$ cat src/core/pmeg_defs.vh
// register map, field positions, reset values and mode codes of the pwm edge generator
`ifndef PMEG_DEFS_VH
`define PMEG_DEFS_VH

// register byte offsets, one aligned word each
`define PMEG_OFS_CTRL 8'h00
`define PMEG_OFS_PERIOD 8'h04
`define PMEG_OFS_EVENT1 8'h08
`define PMEG_OFS_EVENT2 8'h0c
`define PMEG_OFS_EVENT3 8'h10
`define PMEG_OFS_EVENT4 8'h14
`define PMEG_OFS_CYC_ADJ_A 8'h18
`define PMEG_OFS_CYC_ADJ_B 8'h1c
`define PMEG_OFS_ADAPT 8'h20
`define PMEG_OFS_PHASE 8'h24
`define PMEG_OFS_SAMPLE1 8'h28
`define PMEG_OFS_SAMPLE2 8'h2c
`define PMEG_OFS_BLANK_A_BEG 8'h30
`define PMEG_OFS_BLANK_A_END 8'h34
`define PMEG_OFS_BLANK_B_BEG 8'h38
`define PMEG_OFS_BLANK_B_END 8'h3c
`define PMEG_OFS_STATUS 8'h40

// register file depth, index = offset / 4
`define PMEG_NUM_CFG 16
`define PMEG_IDX_CTRL 4'h0
`define PMEG_IDX_PERIOD 4'h1
`define PMEG_IDX_EVENT1 4'h2
`define PMEG_IDX_EVENT2 4'h3
`define PMEG_IDX_EVENT3 4'h4
`define PMEG_IDX_EVENT4 4'h5
`define PMEG_IDX_CYC_ADJ_A 4'h6
`define PMEG_IDX_CYC_ADJ_B 4'h7
`define PMEG_IDX_ADAPT 4'h8
`define PMEG_IDX_PHASE 4'h9
`define PMEG_IDX_SAMPLE1 4'ha
`define PMEG_IDX_SAMPLE2 4'hb
`define PMEG_IDX_BLANK_A_BEG 4'hc
`define PMEG_IDX_BLANK_A_END 4'hd
`define PMEG_IDX_BLANK_B_BEG 4'he
`define PMEG_IDX_BLANK_B_END 4'hf

// control register fields
`define PMEG_CTRL_MODE_LSB 0
`define PMEG_CTRL_MODE_MSB 1
`define PMEG_CTRL_PHASE_SEL 2
`define PMEG_CTRL_ENABLE 3

// reset values
`define PMEG_RST_CTRL 16'h0000
`define PMEG_RST_PERIOD 16'h00ff
`define PMEG_RST_OTHER 16'h0000

// operating modes
`define PMEG_MODE_MULTI 2'h0
`define PMEG_MODE_RESONANT 2'h1
`define PMEG_MODE_TRIANGLE 2'h2
`define PMEG_MODE_LEADING 2'h3

// axi responses
`define PMEG_RESP_OKAY 2'h0
`define PMEG_RESP_SLVERR 2'h2

`endif

$ cat src/core/pmeg_edge_gen.v
// pwm edge generator for multi, resonant, triangular and leading-edge modes
//
// Overview of operation
// - period counter counts zero to limit, wraps
// - signal changes when counter equals its target
// - multi mode ignores events two and four
// - multi: B may cross boundary, A never
// - multi: cycle adjust B moves B fall
// - resonant: A rises event1, falls minus mean dead
// - resonant: B rises A fall plus e3-e2
// - resonant: B falls filter period minus (prd-e4)
// - resonant: filter period supplies the counter limit
// - resonant: mean dead time from e3-e2 and prd-e4
// - resonant: adaptive triggers at duty, half duty
// - phase trigger from register or filter duty
// - sample and blanking counts straight from registers
// - triangular: only B, no adaptive triggers
// - triangular: B rises half period minus half duty
// - triangular: B falls half period plus half duty
// - leading: A falls event1, rises event1 minus duty
// - leading: adaptive triggers before event1
// - leading: B rises event4, falls before A rise
//
// Added by the designer: the placing of the registers and the AXI4-Lite register port.
`timescale 1ns/1ps
`include "pmeg_defs.vh"

module pmeg_edge_gen (
    // clock and reset
    input wire aclk,
    input wire aresetn,
    // axi4-lite write address and data
    input wire [7:0] s_axi_awaddr,
    input wire s_axi_awvalid,
    output reg s_axi_awready,
    input wire [31:0] s_axi_wdata,
    input wire [3:0] s_axi_wstrb,
    input wire s_axi_wvalid,
    output reg s_axi_wready,
    // axi4-lite write response
    output reg [1:0] s_axi_bresp,
    output reg s_axi_bvalid,
    input wire s_axi_bready,
    // axi4-lite read
    input wire [7:0] s_axi_araddr,
    input wire s_axi_arvalid,
    output reg s_axi_arready,
    output reg [31:0] s_axi_rdata,
    output reg [1:0] s_axi_rresp,
    output reg s_axi_rvalid,
    input wire s_axi_rready,
    // compensation filter results
    input wire [15:0] filter_duty,
    input wire [15:0] filter_period,
    // gate drive outputs
    output reg pwm_output_a,
    output reg pwm_output_b,
    // trigger pulses and blanking windows
    output reg adapt_trig_a,
    output reg adapt_trig_b,
    output reg phase_trig,
    output reg sample_trig1,
    output reg sample_trig2,
    output reg blank_a,
    output reg blank_b
);

    // configuration words, 16 bits significant
    reg [15:0] cfg_q [0:`PMEG_NUM_CFG-1];

    // axi state
    reg [7:0] aw_addr_q;
    reg aw_have_q;
    reg [31:0] w_data_q;
    reg [3:0] w_strb_q;
    reg w_have_q;
    wire wr_fire;
    wire wr_hit;
    wire [3:0] wr_idx;
    integer i;

    // period state latched at each period start
    reg [15:0] cnt_q;
    reg [1:0] mode_q;
    reg [15:0] duty_q;
    reg [15:0] fper_q;
    reg running_q;

    // shorthand views of the configuration
    wire [1:0] cfg_mode;
    wire phase_sel;
    wire enable;
    wire [15:0] period_limit;
    wire [17:0] e1;
    wire [17:0] e2;
    wire [17:0] e3;
    wire [17:0] e4;
    wire [17:0] caa;
    wire [17:0] cab;
    wire [17:0] adp;
    wire [17:0] dty;
    wire [17:0] dty_half;
    wire [15:0] limit;
    wire [17:0] len;
    wire wrap;

    assign cfg_mode = cfg_q[`PMEG_IDX_CTRL][`PMEG_CTRL_MODE_MSB:`PMEG_CTRL_MODE_LSB];
    assign phase_sel = cfg_q[`PMEG_IDX_CTRL][`PMEG_CTRL_PHASE_SEL];
    assign enable = cfg_q[`PMEG_IDX_CTRL][`PMEG_CTRL_ENABLE];
    assign period_limit = cfg_q[`PMEG_IDX_PERIOD];
    assign e1 = {2'b00, cfg_q[`PMEG_IDX_EVENT1]};
    assign e2 = {2'b00, cfg_q[`PMEG_IDX_EVENT2]};
    assign e3 = {2'b00, cfg_q[`PMEG_IDX_EVENT3]};
    assign e4 = {2'b00, cfg_q[`PMEG_IDX_EVENT4]};
    // cycle adjusts and adaptive offset are two's complement
    assign caa = {{2{cfg_q[`PMEG_IDX_CYC_ADJ_A][15]}}, cfg_q[`PMEG_IDX_CYC_ADJ_A]};
    assign cab = {{2{cfg_q[`PMEG_IDX_CYC_ADJ_B][15]}}, cfg_q[`PMEG_IDX_CYC_ADJ_B]};
    assign adp = {{2{cfg_q[`PMEG_IDX_ADAPT][15]}}, cfg_q[`PMEG_IDX_ADAPT]};
    assign dty = {2'b00, duty_q};
    assign dty_half = {3'b000, duty_q[15:1]};

    // resonant mode runs on the filter period, the others on the period register
    assign limit = (mode_q == `PMEG_MODE_RESONANT) ? fper_q : period_limit;
    assign len = {2'b00, limit} + 18'h00001;
    assign wrap = (cnt_q >= limit);

    // fold a target into one period; one fold only, so targets beyond a period alias
    function [15:0] pmeg_fold;
        input [17:0] x;
        input [17:0] n;
        reg [17:0] y;
        begin
            y = x;
            if (y[17])
                y = y + n;
            else if (y >= n)
                y = y - n;
            pmeg_fold = y[15:0];
        end
    endfunction

    // write channel: address and data taken in either order
    assign wr_fire = aw_have_q && w_have_q && !s_axi_bvalid;
    assign wr_idx = aw_addr_q[5:2];
    assign wr_hit = (aw_addr_q[7:6] == 2'b00) && (aw_addr_q[1:0] == 2'b00);

    always @(posedge aclk)
    begin
        if (!aresetn)
        begin
            s_axi_awready <= 1'b0;
            s_axi_wready <= 1'b0;
            s_axi_bvalid <= 1'b0;
            s_axi_bresp <= `PMEG_RESP_OKAY;
            aw_have_q <= 1'b0;
            w_have_q <= 1'b0;
            aw_addr_q <= 8'h00;
            w_data_q <= 32'h00000000;
            w_strb_q <= 4'h0;
        end
        else
        begin
            // ready rises only once reset is gone
            if (!aw_have_q && !s_axi_bvalid && !s_axi_awready)
                s_axi_awready <= 1'b1;
            if (!w_have_q && !s_axi_bvalid && !s_axi_wready)
                s_axi_wready <= 1'b1;
            if (s_axi_awvalid && s_axi_awready)
            begin
                aw_addr_q <= s_axi_awaddr;
                aw_have_q <= 1'b1;
                s_axi_awready <= 1'b0;
            end
            if (s_axi_wvalid && s_axi_wready)
            begin
                w_data_q <= s_axi_wdata;
                w_strb_q <= s_axi_wstrb;
                w_have_q <= 1'b1;
                s_axi_wready <= 1'b0;
            end
            if (wr_fire)
            begin
                s_axi_bvalid <= 1'b1;
                s_axi_bresp <= wr_hit ? `PMEG_RESP_OKAY : `PMEG_RESP_SLVERR;
                aw_have_q <= 1'b0;
                w_have_q <= 1'b0;
            end
            if (s_axi_bvalid && s_axi_bready)
                s_axi_bvalid <= 1'b0;
        end
    end

    // register file; only the two low byte lanes carry bits
    always @(posedge aclk)
    begin
        if (!aresetn)
        begin
            for (i = 0; i < `PMEG_NUM_CFG; i = i + 1)
                cfg_q[i] <= `PMEG_RST_OTHER;
            cfg_q[`PMEG_IDX_CTRL] <= `PMEG_RST_CTRL;
            cfg_q[`PMEG_IDX_PERIOD] <= `PMEG_RST_PERIOD;
        end
        else if (wr_fire && wr_hit)
        begin
            if (w_strb_q[0])
                cfg_q[wr_idx][7:0] <= w_data_q[7:0];
            if (w_strb_q[1])
                cfg_q[wr_idx][15:8] <= w_data_q[15:8];
        end
    end

    // read channel, data one cycle after the address is taken
    always @(posedge aclk)
    begin
        if (!aresetn)
        begin
            s_axi_arready <= 1'b0;
            s_axi_rvalid <= 1'b0;
            s_axi_rdata <= 32'h00000000;
            s_axi_rresp <= `PMEG_RESP_OKAY;
        end
        else
        begin
            if (!s_axi_rvalid && !s_axi_arready)
                s_axi_arready <= 1'b1;
            if (s_axi_arvalid && s_axi_arready)
            begin
                s_axi_arready <= 1'b0;
                s_axi_rvalid <= 1'b1;
                s_axi_rresp <= `PMEG_RESP_OKAY;
                if (s_axi_araddr[1:0] != 2'b00)
                begin
                    s_axi_rdata <= 32'h00000000;
                    s_axi_rresp <= `PMEG_RESP_SLVERR;
                end
                else if (s_axi_araddr[7:6] == 2'b00)
                    s_axi_rdata <= {16'h0000, cfg_q[s_axi_araddr[5:2]]};
                else if (s_axi_araddr == `PMEG_OFS_STATUS)
                    s_axi_rdata <= {11'h000, running_q, pwm_output_b, pwm_output_a,
                                    mode_q, cnt_q};
                else
                begin
                    s_axi_rdata <= 32'h00000000;
                    s_axi_rresp <= `PMEG_RESP_SLVERR;
                end
            end
            if (s_axi_rvalid && s_axi_rready)
                s_axi_rvalid <= 1'b0;
        end
    end

    // period counter; mode and duty are frozen per period so edges stay coherent
    always @(posedge aclk)
    begin
        if (!aresetn)
        begin
            cnt_q <= 16'h0000;
            mode_q <= `PMEG_MODE_MULTI;
            duty_q <= 16'h0000;
            fper_q <= 16'h0000;
            running_q <= 1'b0;
        end
        else if (!enable)
        begin
            cnt_q <= 16'h0000;
            mode_q <= cfg_mode;
            duty_q <= filter_duty;
            fper_q <= filter_period;
            running_q <= 1'b0;
        end
        else
        begin
            running_q <= 1'b1;
            if (wrap)
            begin
                cnt_q <= 16'h0000;
                mode_q <= cfg_mode;
                duty_q <= filter_duty;
                fper_q <= filter_period;
            end
            else
                cnt_q <= cnt_q + 16'h0001;
        end
    end

    // edge targets of the active mode
    reg [17:0] a_rise_r;
    reg [17:0] a_fall_r;
    reg [17:0] b_rise_r;
    reg [17:0] b_fall_r;
    reg [17:0] ta_r;
    reg [17:0] tb_r;
    reg [17:0] dt_sum;
    reg [17:0] dt_avg;
    reg a_used;
    reg adapt_used;
    reg a_clamp;

    always @*
    begin
        dt_sum = (e3 - e2) + ({2'b00, period_limit} - e4);
        dt_avg = {dt_sum[17], dt_sum[17:1]};
        a_rise_r = e1;
        a_fall_r = e1 + dty + caa;
        b_rise_r = e3;
        b_fall_r = e3 + dty + cab;
        ta_r = e1 + dty + adp;
        tb_r = e1 + dty_half + adp;
        a_used = 1'b1;
        adapt_used = 1'b1;
        a_clamp = 1'b0;
        case (mode_q)
            `PMEG_MODE_MULTI:
            begin
                // events two and four take no part here
                b_rise_r = e3;
                b_fall_r = e3 + dty + cab;
                a_clamp = 1'b1;
            end
            `PMEG_MODE_RESONANT:
            begin
                a_rise_r = e1;
                a_fall_r = e1 + dty - dt_avg;
                b_rise_r = e1 + dty - dt_avg + (e3 - e2);
                b_fall_r = {2'b00, fper_q} - ({2'b00, period_limit} - e4);
                ta_r = e1 + dty + adp;
                tb_r = e1 + dty_half + adp;
            end
            `PMEG_MODE_TRIANGLE:
            begin
                a_used = 1'b0;
                adapt_used = 1'b0;
                b_rise_r = {3'b000, period_limit[15:1]} - dty_half + caa;
                b_fall_r = {3'b000, period_limit[15:1]} + dty_half + cab;
            end
            `PMEG_MODE_LEADING:
            begin
                a_fall_r = e1;
                a_rise_r = e1 - dty + caa;
                ta_r = e1 - dty + adp;
                tb_r = e1 - dty_half + adp;
                b_rise_r = e4;
                b_fall_r = e1 - dty + caa - (e2 - e3);
            end
            default:
            begin
                a_used = 1'b0;
                adapt_used = 1'b0;
            end
        endcase
    end

    // folded compare values
    wire [15:0] a_rise_t;
    wire [15:0] a_fall_t;
    wire [15:0] b_rise_t;
    wire [15:0] b_fall_t;
    wire [15:0] ta_t;
    wire [15:0] tb_t;
    wire [15:0] phase_t;

    assign a_rise_t = pmeg_fold(a_rise_r, len);
    // in multi mode a past the period end is cut at the boundary instead of wrapping
    assign a_fall_t = (a_clamp && (a_fall_r >= len)) ? limit : pmeg_fold(a_fall_r, len);
    // b folds freely, so its pulse may straddle the boundary at full width
    assign b_rise_t = pmeg_fold(b_rise_r, len);
    assign b_fall_t = pmeg_fold(b_fall_r, len);
    assign ta_t = pmeg_fold(ta_r, len);
    assign tb_t = pmeg_fold(tb_r, len);
    assign phase_t = phase_sel ? duty_q : cfg_q[`PMEG_IDX_PHASE];

    // outputs change on counter match; fall wins when both targets coincide
    always @(posedge aclk)
    begin
        if (!aresetn || !enable)
        begin
            pwm_output_a <= 1'b0;
            pwm_output_b <= 1'b0;
            adapt_trig_a <= 1'b0;
            adapt_trig_b <= 1'b0;
            phase_trig <= 1'b0;
            sample_trig1 <= 1'b0;
            sample_trig2 <= 1'b0;
            blank_a <= 1'b0;
            blank_b <= 1'b0;
        end
        else
        begin
            if (!a_used)
                pwm_output_a <= 1'b0;
            else if (cnt_q == a_fall_t)
                pwm_output_a <= 1'b0;
            else if (cnt_q == a_rise_t)
                pwm_output_a <= 1'b1;
            else if (a_clamp && wrap)
                pwm_output_a <= 1'b0;
            if (cnt_q == b_fall_t)
                pwm_output_b <= 1'b0;
            else if (cnt_q == b_rise_t)
                pwm_output_b <= 1'b1;
            adapt_trig_a <= adapt_used && (cnt_q == ta_t);
            adapt_trig_b <= adapt_used && (cnt_q == tb_t);
            phase_trig <= (cnt_q == phase_t);
            sample_trig1 <= (cnt_q == cfg_q[`PMEG_IDX_SAMPLE1]);
            sample_trig2 <= (cnt_q == cfg_q[`PMEG_IDX_SAMPLE2]);
            // blanking windows, end takes priority over begin
            if (cnt_q == cfg_q[`PMEG_IDX_BLANK_A_END])
                blank_a <= 1'b0;
            else if (cnt_q == cfg_q[`PMEG_IDX_BLANK_A_BEG])
                blank_a <= 1'b1;
            if (cnt_q == cfg_q[`PMEG_IDX_BLANK_B_END])
                blank_b <= 1'b0;
            else if (cnt_q == cfg_q[`PMEG_IDX_BLANK_B_BEG])
                blank_b <= 1'b1;
        end
    end

endmodule

$ cat config.mk
export PLATFORM = sky130hd
export DESIGN_NAME = pmeg_edge_gen
export DESIGN_NICKNAME = d
export VERILOG_FILES = /design/src/core/pmeg_edge_gen.v
export VERILOG_INCLUDE_DIRS = /design/src /design/src/core
export SDC_FILE = /design/constraint.sdc
export NUM_CORES = 2
export LEC_CHECK = 0
export ABC_CLOCK_PERIOD_IN_PS = 7900
export BUFFER_PORTS_ARGS = -buffer_cell sky130_fd_sc_hd__buf_4
export CORE_MARGIN = 8
export CORE_UTILIZATION = 50
export CTS_CLUSTER_SIZE = 12
export DETAILED_ROUTE_END_ITERATION = 7
export PLACE_DENSITY = 0.69
export SETUP_SLACK_MARGIN = 0.05
export SKIP_LAST_GASP = 1
export SLEW_MARGIN = 20
export SYNTH_ARGS = -nofsm -noshare
export SYNTH_HDL_FRONTEND = slang
export SYNTH_SLANG_ARGS = --single-unit
export TNS_END_PERCENT = 30
$ cat constraint.sdc
create_clock -name aclk -period 7.9 [get_ports aclk]
set_input_delay 0.395 -clock aclk [delete_from_list [all_inputs] [get_ports aclk]]
set_output_delay 0.395 -clock aclk [all_outputs]
set_load 0.05 [all_outputs]
==> results.ini <==
[place]
place_congestion = 1.10
dp_slack_ns = -0.961
portBuffers = 109
hpwl_um = 171000
place_area_um2 = 55900
dp_cells = 7624

[sta]
period_share_pct = 108
finalHoldViolCount = 0
fmax_mhz = 117
period_needed_ns = 8.56
hold_ws_ns = 0.0141
slew_violations = 0
maxSlewHeadroom_pct = 16.0
rsz0062_at_grt = true
setup_slack_ns = -0.656
finalClockSkew_ns = 0.0709
tightest_slew_ns = 1.22
finalSetupViolations = 4

[power_and_ir_drop]
p_comb_share_pct = 72.5
total_power_uw = 15200
leakagePower_uw = 0.0261
internal_power_uw = 8250
swShare_pct = 45.7
powerDensity_nw_per_um2 = 262
p_seq_share_pct = 14.9
p_clk_share_pct = 12.6
p_sw_uw = 6930
ir_worst_vdd_uv = 215

[flow_run]
drv_cap = 0

[routing]
drc_errors = 21
firstDrtPassIters = 8
vias = 48700
viasPerCell = 6.30
wirelength_um = 211000
antenna_left = 0
drtIter0Drc = 5625
wl_per_cell_um = 27.3

[clock_network]
clkTransAtPathRegs_ns = 0.08
worst_skew_pair.late_latency_ns = 0.64
htreeDepth = 2
clk_path_buf_depth = 3
numCtsBuffers = 41
cts_tree = done
cts_sinks = 372
clockRootBuffer = clkbuf_16

[setup_path]
crit_slowest_cell = or3_4
cp.required_ns = 8.48
crit_family = compound AO/OA/AOI/OAI gates
worstSetupPathType = reg -> reg
rr_worst_depth = 42
cp_common_cell = a21o_1
rr_endpoint = pwm_output_b$_SDFFE_PP0N_
r2r-start = cfg_q[4][0]$_SDFFCE_PN0P_
crit_fanout = 6
slowest_delay_ns = 0.43
crit_arrival_ns = 9.14
end_kind = flip-flop
start_kind = flip-flop
crit_cells = 42
r2r_slack_ns = -0.66
path_buf_inv = 3

[min_path]
hold-path-cell-count = 3
worst_hold_path.endpoint = w_data_q[9]$_SDFFE_PN0P_
min-delay-start = s_axi_wdata[9]
hold_class = in -> reg

[synthesis]
yosysSeqAreaShare_pct = 21.2
yosys-top-cells-count = ha_1, nor2_1, a21oi_1
synth_top_flop_cell = edfxtp_1
synth_fa_ha_area_share_pct = 17.8
synth_area_um2 = 47200
syn_area_per_cell_um2 = 8.53
synth_compound_gate_area_share_pct = 21.1
synth_async_sr_flop_share_pct = 0
synth.top_cells.by_area = edfxtp_1, ha_1, xnor2_1
synth_top_cell_by_area = edfxtp_1
syn_inst = 5532
synthXorXnorAreaFrac_pct = 9.67
synth_top_family_by_area = compound AO/OA/AOI/OAI gates
ys_warn_count = 0
synthMuxAreaShare_pct = 7.23
ys_seq_elements = 372
yosysTopAreaCellShare_pct = 16.3
yosysMostFrequentCell = ha_1
ys_types = 105
synth-edff-count = 256
yosys.area_share.simple_pct = 18.0

[final_layout]
stdcell_count = 7736
drive_gt1_share_pct = 22.0
fin_area_um2 = 58000
area_delta_synth_final_pct = 22.8
num-nets-final = 7167
regArea_um2 = 10000
multi_input_area_um2 = 35500
fill_cells = 8183

[global_route]
grt_start_max_net_pins = 66
grt_pass1_vias = 47300
track_usage_pct = 39.0
gr-total-overflow = 0
antenna_found_initial = 13
grt_pass1_wl_um = 304000

[floorplan]
die-area_um2 = 104000
coreArea_um2 = 93500
die_h_um = 323
fp-row-count = 112
die_w_um = 323
io_pins = 141
start_util_pct = 50.5

[status]
violations = DRC, setup timing
status = complete, but fails checks

[power groups by stage]
| stage | Combinational (uW) | Sequential (uW) | Clock [uW] |
|---|---|---|---|
| finish | 11000 | 2260 | 1920 |
| global route | 11700 | 2260 | 1980 |
| CTS | 10600 | 2260 | 1920 |
| detailed placement | 10400 | 2300 | 0 |
| global placement | 10300 | 2290 | 0 |
| floorplan | 5980 | 2250 | 0 |
[layer usage]
metal / share of wire (%) / GRT usage, % / vias to the layer above / wire (um)
met4: 8.6 / 26.1 / 10 / 18200
met5: 0.036 / 0 / - / 75
li1: - / - / 21900 / -
met3: 12 / 11.5 / 890 / 26000
met1: 37 / 47.3 / 22900 / 78400
met2: 42 / 59.7 / 3053 / 88300
[layout make-up]
class / instances / area share (%)
Antenna cell: 7 / 0.0302
Clock buffer: 63 / 2.00
Clock inverter: 12 / 0.229
Inverter: 377 / 2.46
Multi-Input combinational cell: 4576 / 61.2
Sequential cell: 372 / 17.3
Tap cell: 1254 / 2.71
Timing Repair Buffer: 1075 / 14.1
[how the worst max path moves through the flow]
stage,start,to,slack [ns]
global placement,cfg_q[5][0]$_SDFFCE_PN0P_,pwm_output_b$_SDFFE_PP0N_,-0.88
floorplan,cfg_q[4][1]$_SDFFCE_PN0P_,pwm_output_b$_SDFFE_PP0N_,-0.06
finish,cfg_q[4][0]$_SDFFCE_PN0P_,pwm_output_b$_SDFFE_PP0N_,-0.66
global route,cfg_q[3][1]$_SDFFCE_PN0P_,pwm_output_a$_SDFFE_PP0P_,-1.06
CTS,cfg_q[4][0]$_SDFFCE_PN0P_,pwm_output_b$_SDFFE_PP0N_,-0.59
detailed placement,cfg_q[5][0]$_SDFFCE_PN0P_,pwm_output_b$_SDFFE_PP0N_,-0.96
[worst min-delay path, delay by kind of cell]
kind                   cells  cell delay (ns)
and+or+nand+nor            1             0.04
buffers and inverters      1             0.11
AOI/OAI and AO/OA          1             0.05
[metrics by stage]
stage          utilization, %  setup TNS, ns
2_1_floorplan               -        -0.0620
3_3_place_gp             59.8          -1.62
3_5_place_dp             59.8          -2.09
4_1_cts                  61.7          -1.41
5_1_grt                  62.0          -3.71
6_report                 62.0          -2.01
[kinds of logic (layout without fill, tap and decap cells)]
group | count (synthesis) | after routing
compound gates | 1499 | 1499
xor+xnor | 516 | 516
fa+ha+maj | 634 | 634
buf+inv | 596 | 1527
flops | 372 | 372
mux | 211 | 211
other cells | 1 | 20
simple gates | 1703 | 1703
[layout by cell type (no fill, tap or decap), types with 31 or more instances in the layout]
| cell type | n |
|---|---|
| o211ai_1 | 46 |
| o31ai_1 | 31 |
| o21ai_0 | 270 |
| a211oi_1 | 44 |
| and3_1 | 33 |
| a31oi_1 | 46 |
| dfxtp_1 | 114 |
| nor2b_1 | 57 |
| fa_1 | 63 |
| nand2_1 | 347 |
| nor2_1 | 439 |
| nand2b_1 | 91 |
| buf_4 | 1061 |
| nor4_1 | 42 |
| edfxtp_1 | 256 |
| mux4_2 | 103 |
| xnor2_1 | 343 |
| o21a_1 | 62 |
| a21oi_1 | 372 |
| nand3_1 | 88 |
| a22oi_1 | 47 |
| a21o_1 | 118 |
| nand4_1 | 45 |
| o21bai_1 | 75 |
| mux2i_1 | 98 |
| or3_1 | 40 |
| nor3_1 | 129 |
| inv_1 | 364 |
| o21ai_1 | 36 |
| xor2_1 | 161 |
| and2_1 | 291 |
| clkbuf_16 | 41 |
| ha_1 | 558 |
[sequential cells by signal, indices dropped and copies added, names as in the netlist, 2 cells and up]
register,cells
w_data_q,16
fper_q,16
s_axi_rdata,21
mode_q,2
aw_addr_q,8
w_strb_q,2
cfg_q,256
duty_q,16
cnt_q,16
[repair_timing]
item	in CTS	in global routing
hold buffers	7	0
gates resized for setup	65	43
cloned	0	0
pin swaps	50	43
endpoints found under the hold margin	7	0
buffers inserted	14	9
setup endpoints to repair	4	4
No activity file was read; power rests on OpenSTA's default activity.
